<file path="config.mk">
export PLATFORM = sky130hd
export DESIGN_NAME = pos_sequencer
export DESIGN_NICKNAME = d
export VERILOG_FILES = /design/src/logic/pos_pkg.sv /design/src/logic/pos_group.sv /design/src/logic/pos_sequencer.sv
export SDC_FILE = /design/constraint.sdc
export NUM_CORES = 1
export LEC_CHECK = 0
export BUFFER_PORTS_ARGS = -buffer_cell sky130_fd_sc_hd__buf_2
export CORE_MARGIN = 2
export CORE_UTILIZATION = 45
export CTS_CLUSTER_DIAMETER = 100
export CTS_CLUSTER_SIZE = 24
export DETAILED_ROUTE_END_ITERATION = 8
export PLACE_DENSITY = 0.75
export SYNTH_ARGS = -nofsm -noshare
export SYNTH_HDL_FRONTEND = slang
export SYNTH_HIERARCHICAL = 1
export SYNTH_SLANG_ARGS = --single-unit
export TNS_END_PERCENT = 50
</file>
<file path="constraint.sdc">
create_clock -name clk -period 3.2 [get_ports clk]
set_clock_uncertainty 0.05 [all_clocks]
set_input_delay 0.32 -clock clk [delete_from_list [all_inputs] [get_ports clk]]
set_output_delay 0.32 -clock clk [all_outputs]
set_load 0.01 [all_outputs]
</file>
<file path="src/logic/pos_pkg.sv">
// Notes on behaviour
// - Selected trigger copies next bits into port data
// - Falling outputs at B, rising at A
// - Non-overlap: all enabled bits copied at A
// - Non-overlap: only zeros copied at B
// - Input capture triggers like compare match
// - Claimed pin shows its other function
// - Transfer still happens on claimed pins
// - Per-group mode bit, zero is normal, resets zero
// - Enable without direction: input, data still updated
// - Pins show port data until first trigger
package pos_pkg;
	localparam int NUM_GROUPS = 4;
	localparam int GROUP_BITS = 4;
	localparam int NUM_CHANNELS = 4;
	localparam int PINS = NUM_GROUPS * GROUP_BITS;

	// Word offsets on the register bus (byte addresses)
	localparam logic [7:0] OFF_NEXT_A = 8'h00;
	localparam logic [7:0] OFF_NEXT_B = 8'h04;
	localparam logic [7:0] OFF_PORT_A = 8'h08;
	localparam logic [7:0] OFF_PORT_B = 8'h0C;
	localparam logic [7:0] OFF_DIR = 8'h10;
	localparam logic [7:0] OFF_PAT_EN = 8'h14;
	localparam logic [7:0] OFF_TRIG_SEL = 8'h18;
	localparam logic [7:0] OFF_MODE = 8'h1C;
	localparam logic [7:0] OFF_PIN_IN = 8'h20;

	localparam logic [7:0] RST_BYTE = 8'h00;
	localparam logic [7:0] RST_TRIG_SEL = 8'hFF;
	localparam logic [7:0] MODE_RSVD = 8'hF0;

	// Event strobes from one timer channel
	typedef struct packed {
		logic matchA;
		logic matchB;
		logic captureA;
		logic captureB;
	} pos_evt_t;
endpackage : pos_pkg

</file>
<file path="src/logic/pos_group.sv">
`timescale 1ns/1ps
`default_nettype none
module pos_group #(
	parameter int WIDTH = 4
) (
	input wire logic clk,
	input wire logic rst_n,
	input wire logic evtA,
	input wire logic evtB,
	input wire logic nonOverlap,
	input wire logic [WIDTH-1:0] enable,
	input wire logic [WIDTH-1:0] nextBits,
	input wire logic [WIDTH-1:0] swData,
	input wire logic swWrite,
	output logic [WIDTH-1:0] data
);
	logic [WIDTH-1:0] dataQ;
	logic [WIDTH-1:0] dataD;

	if (WIDTH < 1) begin : gBadWidth
		$error("WIDTH must be positive");
	end

	always_comb begin
		dataD = dataQ;
		if (swWrite) begin
			// Software writes land only on bits not under pattern control
			dataD = (dataQ & enable) | (swData & ~enable);
		end
		// Trigger wins over a software write; whole group in one cycle
		if (evtA) begin
			dataD = (dataD & ~enable) | (nextBits & enable);
		end else if (evtB && nonOverlap) begin
			dataD = dataD & ~(enable & ~nextBits);
		end
	end

	always_ff @(posedge clk or negedge rst_n) begin
		if (!rst_n) begin
			dataQ <= '0;
		end else begin
			dataQ <= dataD;
		end
	end

	assign data = dataQ;
endmodule : pos_group
`default_nettype wire

</file>
<file path="src/logic/pos_sequencer.sv">
`timescale 1ns/1ps
`default_nettype none
module pos_sequencer (
	input wire logic clk,
	input wire logic rst_n,
	input wire logic [7:0] wb_adr_i,
	input wire logic [31:0] wb_dat_i,
	input wire logic [3:0] wb_sel_i,
	input wire logic wb_we_i,
	input wire logic wb_cyc_i,
	input wire logic wb_stb_i,
	output logic [31:0] wb_dat_o,
	output logic wb_ack_o,
	output logic wb_err_o,
	input wire pos_pkg::pos_evt_t [pos_pkg::NUM_CHANNELS-1:0] timerEvt,
	input wire logic [pos_pkg::PINS-1:0] pinClaimed,
	input wire logic [pos_pkg::PINS-1:0] claimedOut,
	input wire logic [pos_pkg::PINS-1:0] claimedOe,
	input wire logic [pos_pkg::PINS-1:0] pinIn,
	output logic [pos_pkg::PINS-1:0] pinOut,
	output logic [pos_pkg::PINS-1:0] pinOe
);
	localparam int P = pos_pkg::PINS;
	localparam int G = pos_pkg::NUM_GROUPS;
	localparam int W = pos_pkg::GROUP_BITS;

	logic [P-1:0] nextQ, nextD;
	logic [P-1:0] dirQ, dirD;
	logic [P-1:0] enQ, enD;
	logic [7:0] trigQ, trigD;
	logic [G-1:0] modeQ, modeD;
	logic ackQ, ackD, errQ, errD;
	logic [31:0] rdQ, rdD;
	logic [P-1:0] outQ, outD, oeQ, oeD;
	logic [P-1:0] portData;
	logic [G-1:0] evtA, evtB;
	logic [1:0] portWr;
	logic req;

	if (G * W != P) begin : gBadLayout
		$error("Group layout mismatch");
	end
	if (pos_pkg::NUM_CHANNELS != 4) begin : gBadChannels
		$error("Two-bit channel select needs four channels");
	end

	assign req = wb_cyc_i && wb_stb_i && !ackQ && !errQ;

	// Each group picks one channel; capture counts as a match
	generate
		for (genvar g = 0; g < G; g++) begin : gGroup
			pos_pkg::pos_evt_t ev;
			assign ev = timerEvt[trigQ[2*g +: 2]];
			assign evtA[g] = ev.matchA | ev.captureA;
			assign evtB[g] = ev.matchB | ev.captureB;
			pos_group #(
				.WIDTH(W)
			) uGroup (
				.clk(clk),
				.rst_n(rst_n),
				.evtA(evtA[g]),
				.evtB(evtB[g]),
				.nonOverlap(modeQ[g]),
				.enable(enQ[g*W +: W]),
				.nextBits(nextQ[g*W +: W]),
				// Two groups share one port byte, so lanes repeat per port
				.swData(wb_dat_i[(g % 2)*W +: W]),
				.swWrite(portWr[g/2]),
				.data(portData[g*W +: W])
			);
		end
	endgenerate

	always_comb begin
		nextD = nextQ;
		dirD = dirQ;
		enD = enQ;
		trigD = trigQ;
		modeD = modeQ;
		portWr = 2'b00;
		ackD = 1'b0;
		errD = 1'b0;
		rdD = 32'h00000000;
		if (req) begin
			ackD = 1'b1;
			unique case (wb_adr_i)
				pos_pkg::OFF_NEXT_A: begin
					rdD = {24'h000000, nextQ[7:0]};
					if (wb_we_i && wb_sel_i[0]) nextD[7:0] = wb_dat_i[7:0];
				end
				pos_pkg::OFF_NEXT_B: begin
					rdD = {24'h000000, nextQ[15:8]};
					if (wb_we_i && wb_sel_i[0]) nextD[15:8] = wb_dat_i[7:0];
				end
				pos_pkg::OFF_PORT_A: begin
					rdD = {24'h000000, portData[7:0]};
					portWr[0] = wb_we_i && wb_sel_i[0];
				end
				pos_pkg::OFF_PORT_B: begin
					rdD = {24'h000000, portData[15:8]};
					portWr[1] = wb_we_i && wb_sel_i[0];
				end
				pos_pkg::OFF_DIR: begin
					rdD = {16'h0000, dirQ};
					if (wb_we_i && wb_sel_i[0]) dirD[7:0] = wb_dat_i[7:0];
					if (wb_we_i && wb_sel_i[1]) dirD[15:8] = wb_dat_i[15:8];
				end
				pos_pkg::OFF_PAT_EN: begin
					rdD = {16'h0000, enQ};
					if (wb_we_i && wb_sel_i[0]) enD[7:0] = wb_dat_i[7:0];
					if (wb_we_i && wb_sel_i[1]) enD[15:8] = wb_dat_i[15:8];
				end
				pos_pkg::OFF_TRIG_SEL: begin
					rdD = {24'h000000, trigQ};
					if (wb_we_i && wb_sel_i[0]) trigD = wb_dat_i[7:0];
				end
				pos_pkg::OFF_MODE: begin
					rdD = {24'h000000, pos_pkg::MODE_RSVD | {4'h0, modeQ}};
					if (wb_we_i && wb_sel_i[0]) modeD = wb_dat_i[3:0];
				end
				pos_pkg::OFF_PIN_IN: begin
					rdD = {16'h0000, pinIn};
				end
				default: begin
					ackD = 1'b0;
					errD = 1'b1;
				end
			endcase
		end
	end

	// Pin drive: claimed pins follow their owner; else port data when direction set
	always_comb begin
		for (int i = 0; i < P; i++) begin
			if (pinClaimed[i]) begin
				outD[i] = claimedOut[i];
				oeD[i] = claimedOe[i];
			end else begin
				outD[i] = portData[i];
				oeD[i] = dirQ[i];
			end
		end
	end

	always_ff @(posedge clk or negedge rst_n) begin
		if (!rst_n) begin
			nextQ <= '0;
			dirQ <= '0;
			enQ <= '0;
			trigQ <= pos_pkg::RST_TRIG_SEL;
			modeQ <= '0;
			ackQ <= 1'b0;
			errQ <= 1'b0;
			rdQ <= 32'h00000000;
			outQ <= '0;
			oeQ <= '0;
		end else begin
			nextQ <= nextD;
			dirQ <= dirD;
			enQ <= enD;
			trigQ <= trigD;
			modeQ <= modeD;
			ackQ <= ackD;
			errQ <= errD;
			rdQ <= rdD;
			outQ <= outD;
			oeQ <= oeD;
		end
	end

	assign wb_ack_o = ackQ;
	assign wb_err_o = errQ;
	assign wb_dat_o = rdQ;
	assign pinOut = outQ;
	assign pinOe = oeQ;
endmodule : pos_sequencer
`default_nettype wire
</file>
Word level (Yosys, flattened, before mapping)
Index checks and enable logic that the tools add are counted.
Storage, ports and cells
  register bits: 142
  bits of input ports: 129
  output and inout bits: 66
Operators by class
  order comparisons: 4
  equality and inequality tests: 8
  muxes and demuxes: 61
  bitwise logic cells: 52
  reductions and logical operators: 21
Operator list (number)
  $pmux 16 s9: 1
  $and 4x4->4: 24
  $mux 4: 16
  $not 4->4: 12
  $mux 1: 38
  $bmux 4 s2: 4
  $eq 8x5->1 const B: 4
  $or 4x4->4: 8
  $reduce_and 3->1: 8
  $eq 8x4->1 const B: 2
  $mux 16: 1
  $lt 2x3->1 const B: 4
  $logic_and 1x1->1: 9
  $reduce_or 9->1: 1
  $eq 8x3->1 const B: 1
  $eq 8x6->1 const B: 1
  $logic_not 8->1: 1
  $or 1x1->1: 8
  $logic_not 1->1: 2
  $mux 2: 1

Logic depth before layout (Yosys ltp)
Gate-level depths: netlist (run 1).
  depth after elaboration: 8
  mapped depth: 7
  depth with buffers taken out: 6

Hierarchy
The synthesis (run 1) kept the hierarchy.
Modules (own cells, without submodules)
  pos_sequencer: times used 1, cells each 405, area an instance 5375.2 um2, sequential area each 2762.6 um2
  pos_group: times used 4, cells each 26, area an instance 235.2 um2, sequential area each 100.1 um2

Worst setup path before layout (run 1)
Ideal clock, no wire load.
  path type: input to register
  start point: input port wb_adr_i[0]
  end point: register gGroup[1].uGroup.dataQ[2]
  setup time: 0.125 ns
  arrival time: 2.169 ns
  required time: 3.025 ns
  setup slack: 0.855 ns
  stages: 6
  path buffers: 1
  path through: buf_2 > or4b_2 > nor2_1 > mux2_2 > o22ai_1 > a21oi_1
On the way
  cells in the longest elaborated chain, start to end: 7
  elaborated cells between the ends (all ways): 9
Ends and longest elaborated chain
  start, declared: line pos_sequencer.sv:6  | input wire logic [7:0] wb_adr_i,
  $eq 8x4->1 (*): line pos_sequencer.sv:86  | unique case (wb_adr_i)
  $mux 1 (*): line pos_sequencer.sv:86
  $mux 2 (*): line pos_sequencer.sv:84  | if (req) begin
  net portWr[0]: line pos_sequencer.sv:37  | logic [1:0] portWr;
  $mux 4 (*): line pos_group.sv:26  | if (swWrite) begin
  $and 4x4->4 (on tied branches): line pos_group.sv:34, pos_group.sv:32
  $mux 4 / $or 4x4->4 (equally long branches): line pos_group.sv:33, pos_group.sv:32
  $mux 4 (*): line pos_group.sv:31  | if (evtA) begin
  net gGroup[1].uGroup.dataD[2]: line pos_group.sv:18  | logic [WIDTH-1:0] dataD;
  end signal, assigned: line pos_group.sv:42  | dataQ <= dataD;
  end, declared: line pos_group.sv:17  | logic [WIDTH-1:0] dataQ;
Mark *: on every way through the listed nets, which the timed path passes. The rest lies on a longest branch.
A chain may end at the register's enable or synchronous reset.

Worst setup path in the final report (run 1)
  start point: register errQ, in the netlist wb_err_o
  end point: register gGroup[2].uGroup.dataQ[2]
On the way
  cells in the longest elaborated chain, start to end: 7
  elaborated cells between the ends (all ways): 9
Ends and longest elaborated chain
  start, declared: line pos_sequencer.sv:32  | logic ackQ, ackD, errQ, errD;
  start signal, assigned: line pos_sequencer.sv:164  | errQ <= errD;
  $logic_not 1->1 (*): line pos_sequencer.sv:47  | assign req = wb_cyc_i && wb_stb_i && !ackQ && !errQ;
  $logic_and 1x1->1 (*): line pos_sequencer.sv:47
  $mux 2 (*): line pos_sequencer.sv:84
  net portWr[1]: line pos_sequencer.sv:37
  $mux 4 (*): line pos_group.sv:26
  $and 4x4->4 (on tied branches): line pos_group.sv:34, pos_group.sv:32
  $mux 4 / $or 4x4->4 (equally long branches): line pos_group.sv:33, pos_group.sv:32
  $mux 4 (*): line pos_group.sv:31
  net gGroup[2].uGroup.dataD[2]: line pos_group.sv:18
  end signal, assigned: line pos_group.sv:42
  end, declared: line pos_group.sv:17
Marks and branches as above.

==> flow_metrics.py, run 1 <==
metrics = {
    "run_status": {
        "status": "complete, no violations",
    },
    "synthesis": {
        "synth_common_cells": "dfrtp_1, mux2_2, nor2_1",
        "synth_seq_cells": 126,
        "synth_edf_count": 0,
        "synth_cell_types": 52,
        "synth_ff_type": "dfrtp_1",
        "yosysTopAreaCellShare_pct": 46.8,
        "synth_largest_area_cell": "dfrtp_1",
        "synth_most_common_cell": "dfrtp_1",
        "syn_inst": 509,
        "ys_top_cells_by_area": "dfrtp_1, mux2_2, dfstp_2",
        "ys_seq_area_share_pct": 50.1,
        "synthArstFlopShare_pct": 100,
        "syn_avg_cell_area_sq_um": 12.4,
        "yosys_warnings": 6,
        "syn_area_sq_um": 6320,
    },
    "clocking": {
        "h-tree-depth": 4,
        "post-cts-setup-buffers": 0,
        "cts-hold-fix-buffers": 1,
        "cts_root_buffer": "clkbuf_16",
        "path_clk_slew_ns": 0.06,
        "clk_latency_ns": 0.42,
        "clockBufferDepth": 2,
        "cts.sinks": 126,
        "cts_tree": "built",
        "cts_made_buffers": 17,
        "cts_resized": 0,
    },
    "critical_path": {
        "cp_cell_sequence": "and4bb_2 -> nand4_1 -> nor2_1 -> buf_4 -> mux2_2 -> o22ai_1 -> a21oi_1",
        "reg2reg_from": "wb_err_o$_DFF_PN0_",
        "path_buf_inv": 1,
        "worstSetupPathType": "reg -> reg",
        "cp_data_required_time_ns": 3.44,
        "critPathSlowestCell": "dfrtp_1",
        "crit_start": "wb_err_o$_DFF_PN0_",
        "path_depth": 7,
        "reg2regPathDepth": 7,
        "startpoint_type": "flip-flop",
        "r2r_end": "gGroup[2].uGroup/data[2]$_DFF_PN0_",
        "worstPathMaxFanout": 12,
        "cp-end-kind": "flip-flop",
        "cpPeakStageDelay_ns": 0.38,
        "crit_arrival_ns": 2.51,
        "crit_family": "simple AND/OR/NAND/NOR gates",
        "r2r_slack_ns": 0.93,
    },
    "sta": {
        "fmax_mhz": 441,
        "hold_viol_final": 0,
        "setup_violations": 0,
        "fin_ws_ns": 0.931,
        "tightest_slew_ns": 0.808,
        "rsz0062_at_grt": "false",
        "drv_slew": 0,
        "slew_headroom_pct": 46.0,
        "fin_crit_sh_pct": 70.9,
        "tns_ns": 0,
        "layout_min_cycle_time_ns": 2.27,
    },
    "floorplan": {
        "die_area_sq_um": 15000,
        "ios": 195,
        "initial_core_util_pct": 45.9,
        "die_h_um": 122,
        "dieWidth_um": 122,
        "design.core.area_sq_um": 13800,
        "num_rows": 43,
    },
    "hold_path": {
        "hold_path_depth": 3,
        "hold_class": "in -> reg",
        "min_from": "claimedOut[9]",
        "hold_path_end": "pinOut[9]$_DFF_PN0_",
    },
    "route": {
        "num_vias": 4866,
        "wl_per_cell_um": 19.1,
        "viasPerCell": 5.57,
        "drt_iter0_drc": 340,
        "drc": 0,
        "routed_wl_mm": 16.6,
        "first_pass_iters": 4,
        "postRouteAntennaNets": 0,
    },
    "placement": {
        "dpl.hpwl_mm": 12.4,
        "place_ws_ns": 0.675,
        "gp_congestion": 0.901,
        "portBuffers": 160,
        "placedInstanceArea_sq_um": 7280,
    },
    "cells_and_area": {
        "finalCoreUtilization_pct": 57.1,
        "final_area_sq_um": 7870,
        "syn_to_final_growth_pct": 24.6,
        "final_nets": 809,
        "layout-drive-gt1-share_pct": 48.2,
        "n_antenna_cell": 0,
    },
    "pwr": {
        "p_leak_nw": 3.81,
        "peakVddDrop_mv": 0.276,
        "power_mw": 3.95,
        "powerDensity_nw_per_um2": 502,
    },
    "global_routing": {
        "grt-ovfl-total": 0,
        "grt_pass1_wl_mm": 25.9,
        "grt_max_degree": 69,
        "grt_use_total_pct": 23.1,
        "antenna_found_initial": 0,
        "grt_pass1_vias": 5027,
    },
    "run": {
        "maxCapViolCount": 0,
    },
}
[per-stage QoR]
step	std cells	hold WS, ns
final	873	0.0628
after global routing	873	0.0574
after CTS	873	0.0471
after detailed placement	840	0.279
after global placement	840	0.267
after floorplan	524	-0.0256
[where the power goes]
group          leakage, nW  internal (mW)  switching [mW]
Sequential            1.68           1.66          0.0410
Clock                0.291           1.22           0.660
Combinational         1.84          0.166           0.206
[logic make-up (layout without fill, tap and decap cells)]
family                 Yosys count  in the layout  share of synthesized area (%)
buffers and inverters           45            214                           4.00
other                            1             16                         0.0594
flip-flops                     126            126                           50.1
AND/OR/NAND/NOR                124            124                           13.5
AO/OA/AOI/OAI                   98             98                           10.7
multiplexers                   115            115                           21.7
[worst max path at each step]
stage                                               endpoint  slack, ns
after floorplan           gGroup[1].uGroup/data[2]$_DFF_PN0_       0.86
after global placement    gGroup[0].uGroup/data[2]$_DFF_PN0_       0.73
after detailed placement  gGroup[1].uGroup/data[2]$_DFF_PN0_       0.68
after CTS                 gGroup[2].uGroup/data[2]$_DFF_PN0_       0.95
after global routing      gGroup[0].uGroup/data[2]$_DFF_PN0_       0.84
final                     gGroup[2].uGroup/data[2]$_DFF_PN0_       0.93
[registers in the layout, indices dropped and copies added, names as in the netlist]
register            flops
dirQ                   16
pinOut                 16
trigQ                   8
gGroup.uGroup/data     16
wb_dat_o               16
enQ                    16
nextQ                  16
modeQ                   4
pinOe                  16
wb_ack_o                1
wb_err_o                1
[layout make-up]
class,instances,area [sq um]
clock buffers,25,495
clock inverters,7,85.1
fillers,1198,5900
inverters,13,48.8
multi-input cells,353,2960
flip-flops and latches,126,3160
well taps,180,225
repair buffers,169,890
[worst min-delay path, stage by stage]
cell	delay, ns
buf_2	0.07
nand2_1	0.04
o21ai_0	0.05
[routing by layer]
layer | global-route usage (%) | share of wire, %
met1 | 29.2 | 41
met3 | 6.74 | 6.8
met5 | 0 | 0
met4 | 7.97 | 1.4
met2 | 38.0 | 50
[placed cells by master, fill, tap and decap left out, types with 3 or more instances in the layout]
cell type / instances
buf_2: 159
dfrtp_1: 118
mux2_2: 91
nor2_1: 25
a211oi_1: 17
clkbuf_16: 17
a21oi_1: 16
conb_1: 16
mux2i_1: 14
nand2_1: 14
inv_1: 13
a22o_1: 11
a22oi_1: 11
nor2b_1: 11
o21ai_0: 10
nor3b_1: 10
o32ai_1: 9
or2_2: 9
mux4_2: 8
nand2b_1: 8
dfstp_2: 8
a31oi_1: 7
o22ai_1: 7
buf_4: 7
nand3_1: 6
nand3b_1: 6
nor2_4: 5
clkinv_2: 5
and3_1: 4
clkbuf_1: 4
clkbuf_8: 4
or4b_2: 3
nor3_1: 3
o211ai_1: 3
nor2_8: 3
(Power assumes the default switching activity.)
==> inputs of run 2 (changes only) <==
==> constraint.sdc (replaced) <==
create_clock -name clk -period 2.3 [get_ports clk]
set_clock_uncertainty 0.05 [all_clocks]
set_input_delay 0.23 -clock clk [delete_from_list [all_inputs] [get_ports clk]]
set_output_delay 0.23 -clock clk [all_outputs]
set_load 0.01 [all_outputs]
==> flow_metrics.py, run 2 (synthesis gave the netlist of run 1 again) <==
metrics = {
    "clocking": {
        "path_clk_slew_ns": 0.05,
        "cts_root_buffer": "clkbuf_16",
        "h-tree-depth": 4,
        "clockBufferDepth": 2,
        "clk_latency_ns": 0.42,
        "cts_made_buffers": 17,
        "cts_tree": "built",
        "post-cts-setup-buffers": 0,
        "cts.sinks": 126,
    },
    "route": {
        "first_pass_iters": 5,
        "viasPerCell": 5.54,
        "num_vias": 5155,
        "drc": 0,
        "postRouteAntennaNets": 0,
        "wl_per_cell_um": 18.7,
        "routed_wl_mm": 17.4,
        "drt_iter0_drc": 365,
    },
    "cells_and_area": {
        "layout-drive-gt1-share_pct": 46.5,
        "n_antenna_cell": 0,
        "final_nets": 866,
        "syn_to_final_growth_pct": 34.5,
        "num-fill-cells": 1092,
        "regArea_sq_um": 3160,
        "multi_input_area_sq_um": 2960,
        "layout_commonest_cell": "buf_2",
        "final_cell_mix": "buf_2, dfrtp_1, mux2_2",
    },
    "critical_path": {
        "cp_cell_sequence": "and4bb_2 -> nand4_1 -> nor2_1 -> buf_12 -> mux2_2 -> o22ai_1 -> a21oi_1",
        "worstSetupPathType": "reg -> reg",
        "crit_start": "wb_err_o$_DFF_PN0_",
        "cpPeakStageDelay_ns": 0.38,
        "startpoint_type": "flip-flop",
        "reg2reg_from": "wb_err_o$_DFF_PN0_",
        "crit_arrival_ns": 2.38,
        "crit_family": "simple AND/OR/NAND/NOR gates",
        "critPathSlowestCell": "dfrtp_1",
        "worstPathMaxFanout": 12,
        "cp-end-kind": "flip-flop",
        "cp_data_required_time_ns": 2.54,
        "path_buf_inv": 1,
    },
    "sta": {
        "setup_violations": 0,
        "slew_headroom_pct": 52.3,
        "rsz0062_at_grt": "false",
        "tns_ns": 0,
        "layout_min_cycle_time_ns": 2.14,
        "whs_ns": 0.0204,
        "hold_viol_final": 0,
        "fmax_mhz": 468,
        "tightest_slew_ns": 0.706,
        "fin_crit_sh_pct": 93.0,
        "drv_slew": 0,
    },
    "global_routing": {
        "grt_pass1_wl_mm": 26.6,
        "grt.busiest_layer": "met2",
        "grt_use_total_pct": 23.9,
        "met1_usage_pct": 29.9,
        "met2_usage_pct": 39.6,
        "grt_pass1_vias": 5196,
        "use_met3_pct": 5.67,
        "grt-ovfl-total": 0,
        "antenna_found_initial": 0,
        "grt_max_degree": 50,
    },
    "pwr": {
        "peakVddDrop_mv": 0.451,
        "p_leak_nw": 4.09,
        "powerDensity_nw_per_um2": 687,
    },
    "hold_path": {
        "min_from": "wb_dat_i[14]",
        "hold_class": "in -> reg",
    },
    "run": {
        "maxCapViolCount": 0,
    },
    "floorplan": {
        "num_rows": 43,
        "ios": 195,
        "initial_core_util_pct": 45.9,
        "die_area_sq_um": 15000,
        "die_h_um": 122,
        "dieWidth_um": 122,
        "design.core.area_sq_um": 13800,
    },
    "run_status": {
        "status": "complete, no violations",
    },
    "placement": {
        "portBuffers": 160,
        "gp_congestion": 0.965,
        "dpl.hpwl_mm": 12.8,
    },
}
[run 2: final timing paths]
path,end,slack [ns],cells past startpoint
max,gGroup[1].uGroup/data[2]$_DFF_PN0_,0.16,7
min,dirQ[14]$_DFFE_PN0P_,0.02,2
max reg2reg,gGroup[1].uGroup/data[2]$_DFF_PN0_,0.16,7
min reg2reg,nextQ[5]$_DFFE_PN0P_,0.48,1
max in group asynchronous,wb_dat_o[10]$_DFF_PN0_,1.13,3
min in group asynchronous,pinOe[0]$_DFF_PN0_,0.26,2
[run 2: where the power goes]
group | total [mW] | leakage [nW] | switching, mW | internal [mW]
clock network | 2.88 | 0.312 | 0.920 | 1.96
registers | 2.36 | 1.68 | 0.0570 | 2.31
logic | 0.597 | 2.10 | 0.304 | 0.293
[run 2: metal layers]
| metal | share of wire (%) | wire length [um] | vias to the layer above |
|---|---|---|---|
| met5 | 0 | 0 | - |
| met3 | 7.2 | 1260 | 49 |
| met4 | 3.0 | 530 | 0 |
| li1 | - | - | 2332 |
| met1 | 40 | 7040 | 2532 |
| met2 | 49 | 8580 | 242 |
[run 2: metrics by stage]
stage	total power [mW]	worst slack, ns	cells	cell area [sq um]	utilization [%]
after floorplan	2.65	0.0453	524	6370	-
after global placement	2.91	0.157	856	7440	54.0
after detailed placement	2.94	0.109	856	7440	54.0
after CTS	5.89	0.174	930	8500	61.7
after global routing	6.05	0.0630	930	8500	61.7
final	5.84	0.162	930	8500	61.7
[run 2: repair_timing]
| action | 4_1_cts | 5_1_grt |
|---|---|---|
| hold buffers | 42 | 0 |
| hold endpoints to repair | 73 | 0 |
| gates resized for setup | 0 | 0 |
[run 2: layout make-up]
type	count	share of cell area [%]
flip-flops and latches	126	37.2
multi-input cells	353	34.9
repair buffers	226	17.2
clock buffers	27	6.04
well taps	180	2.65
clock inverters	5	1.47
inverters	13	0.574
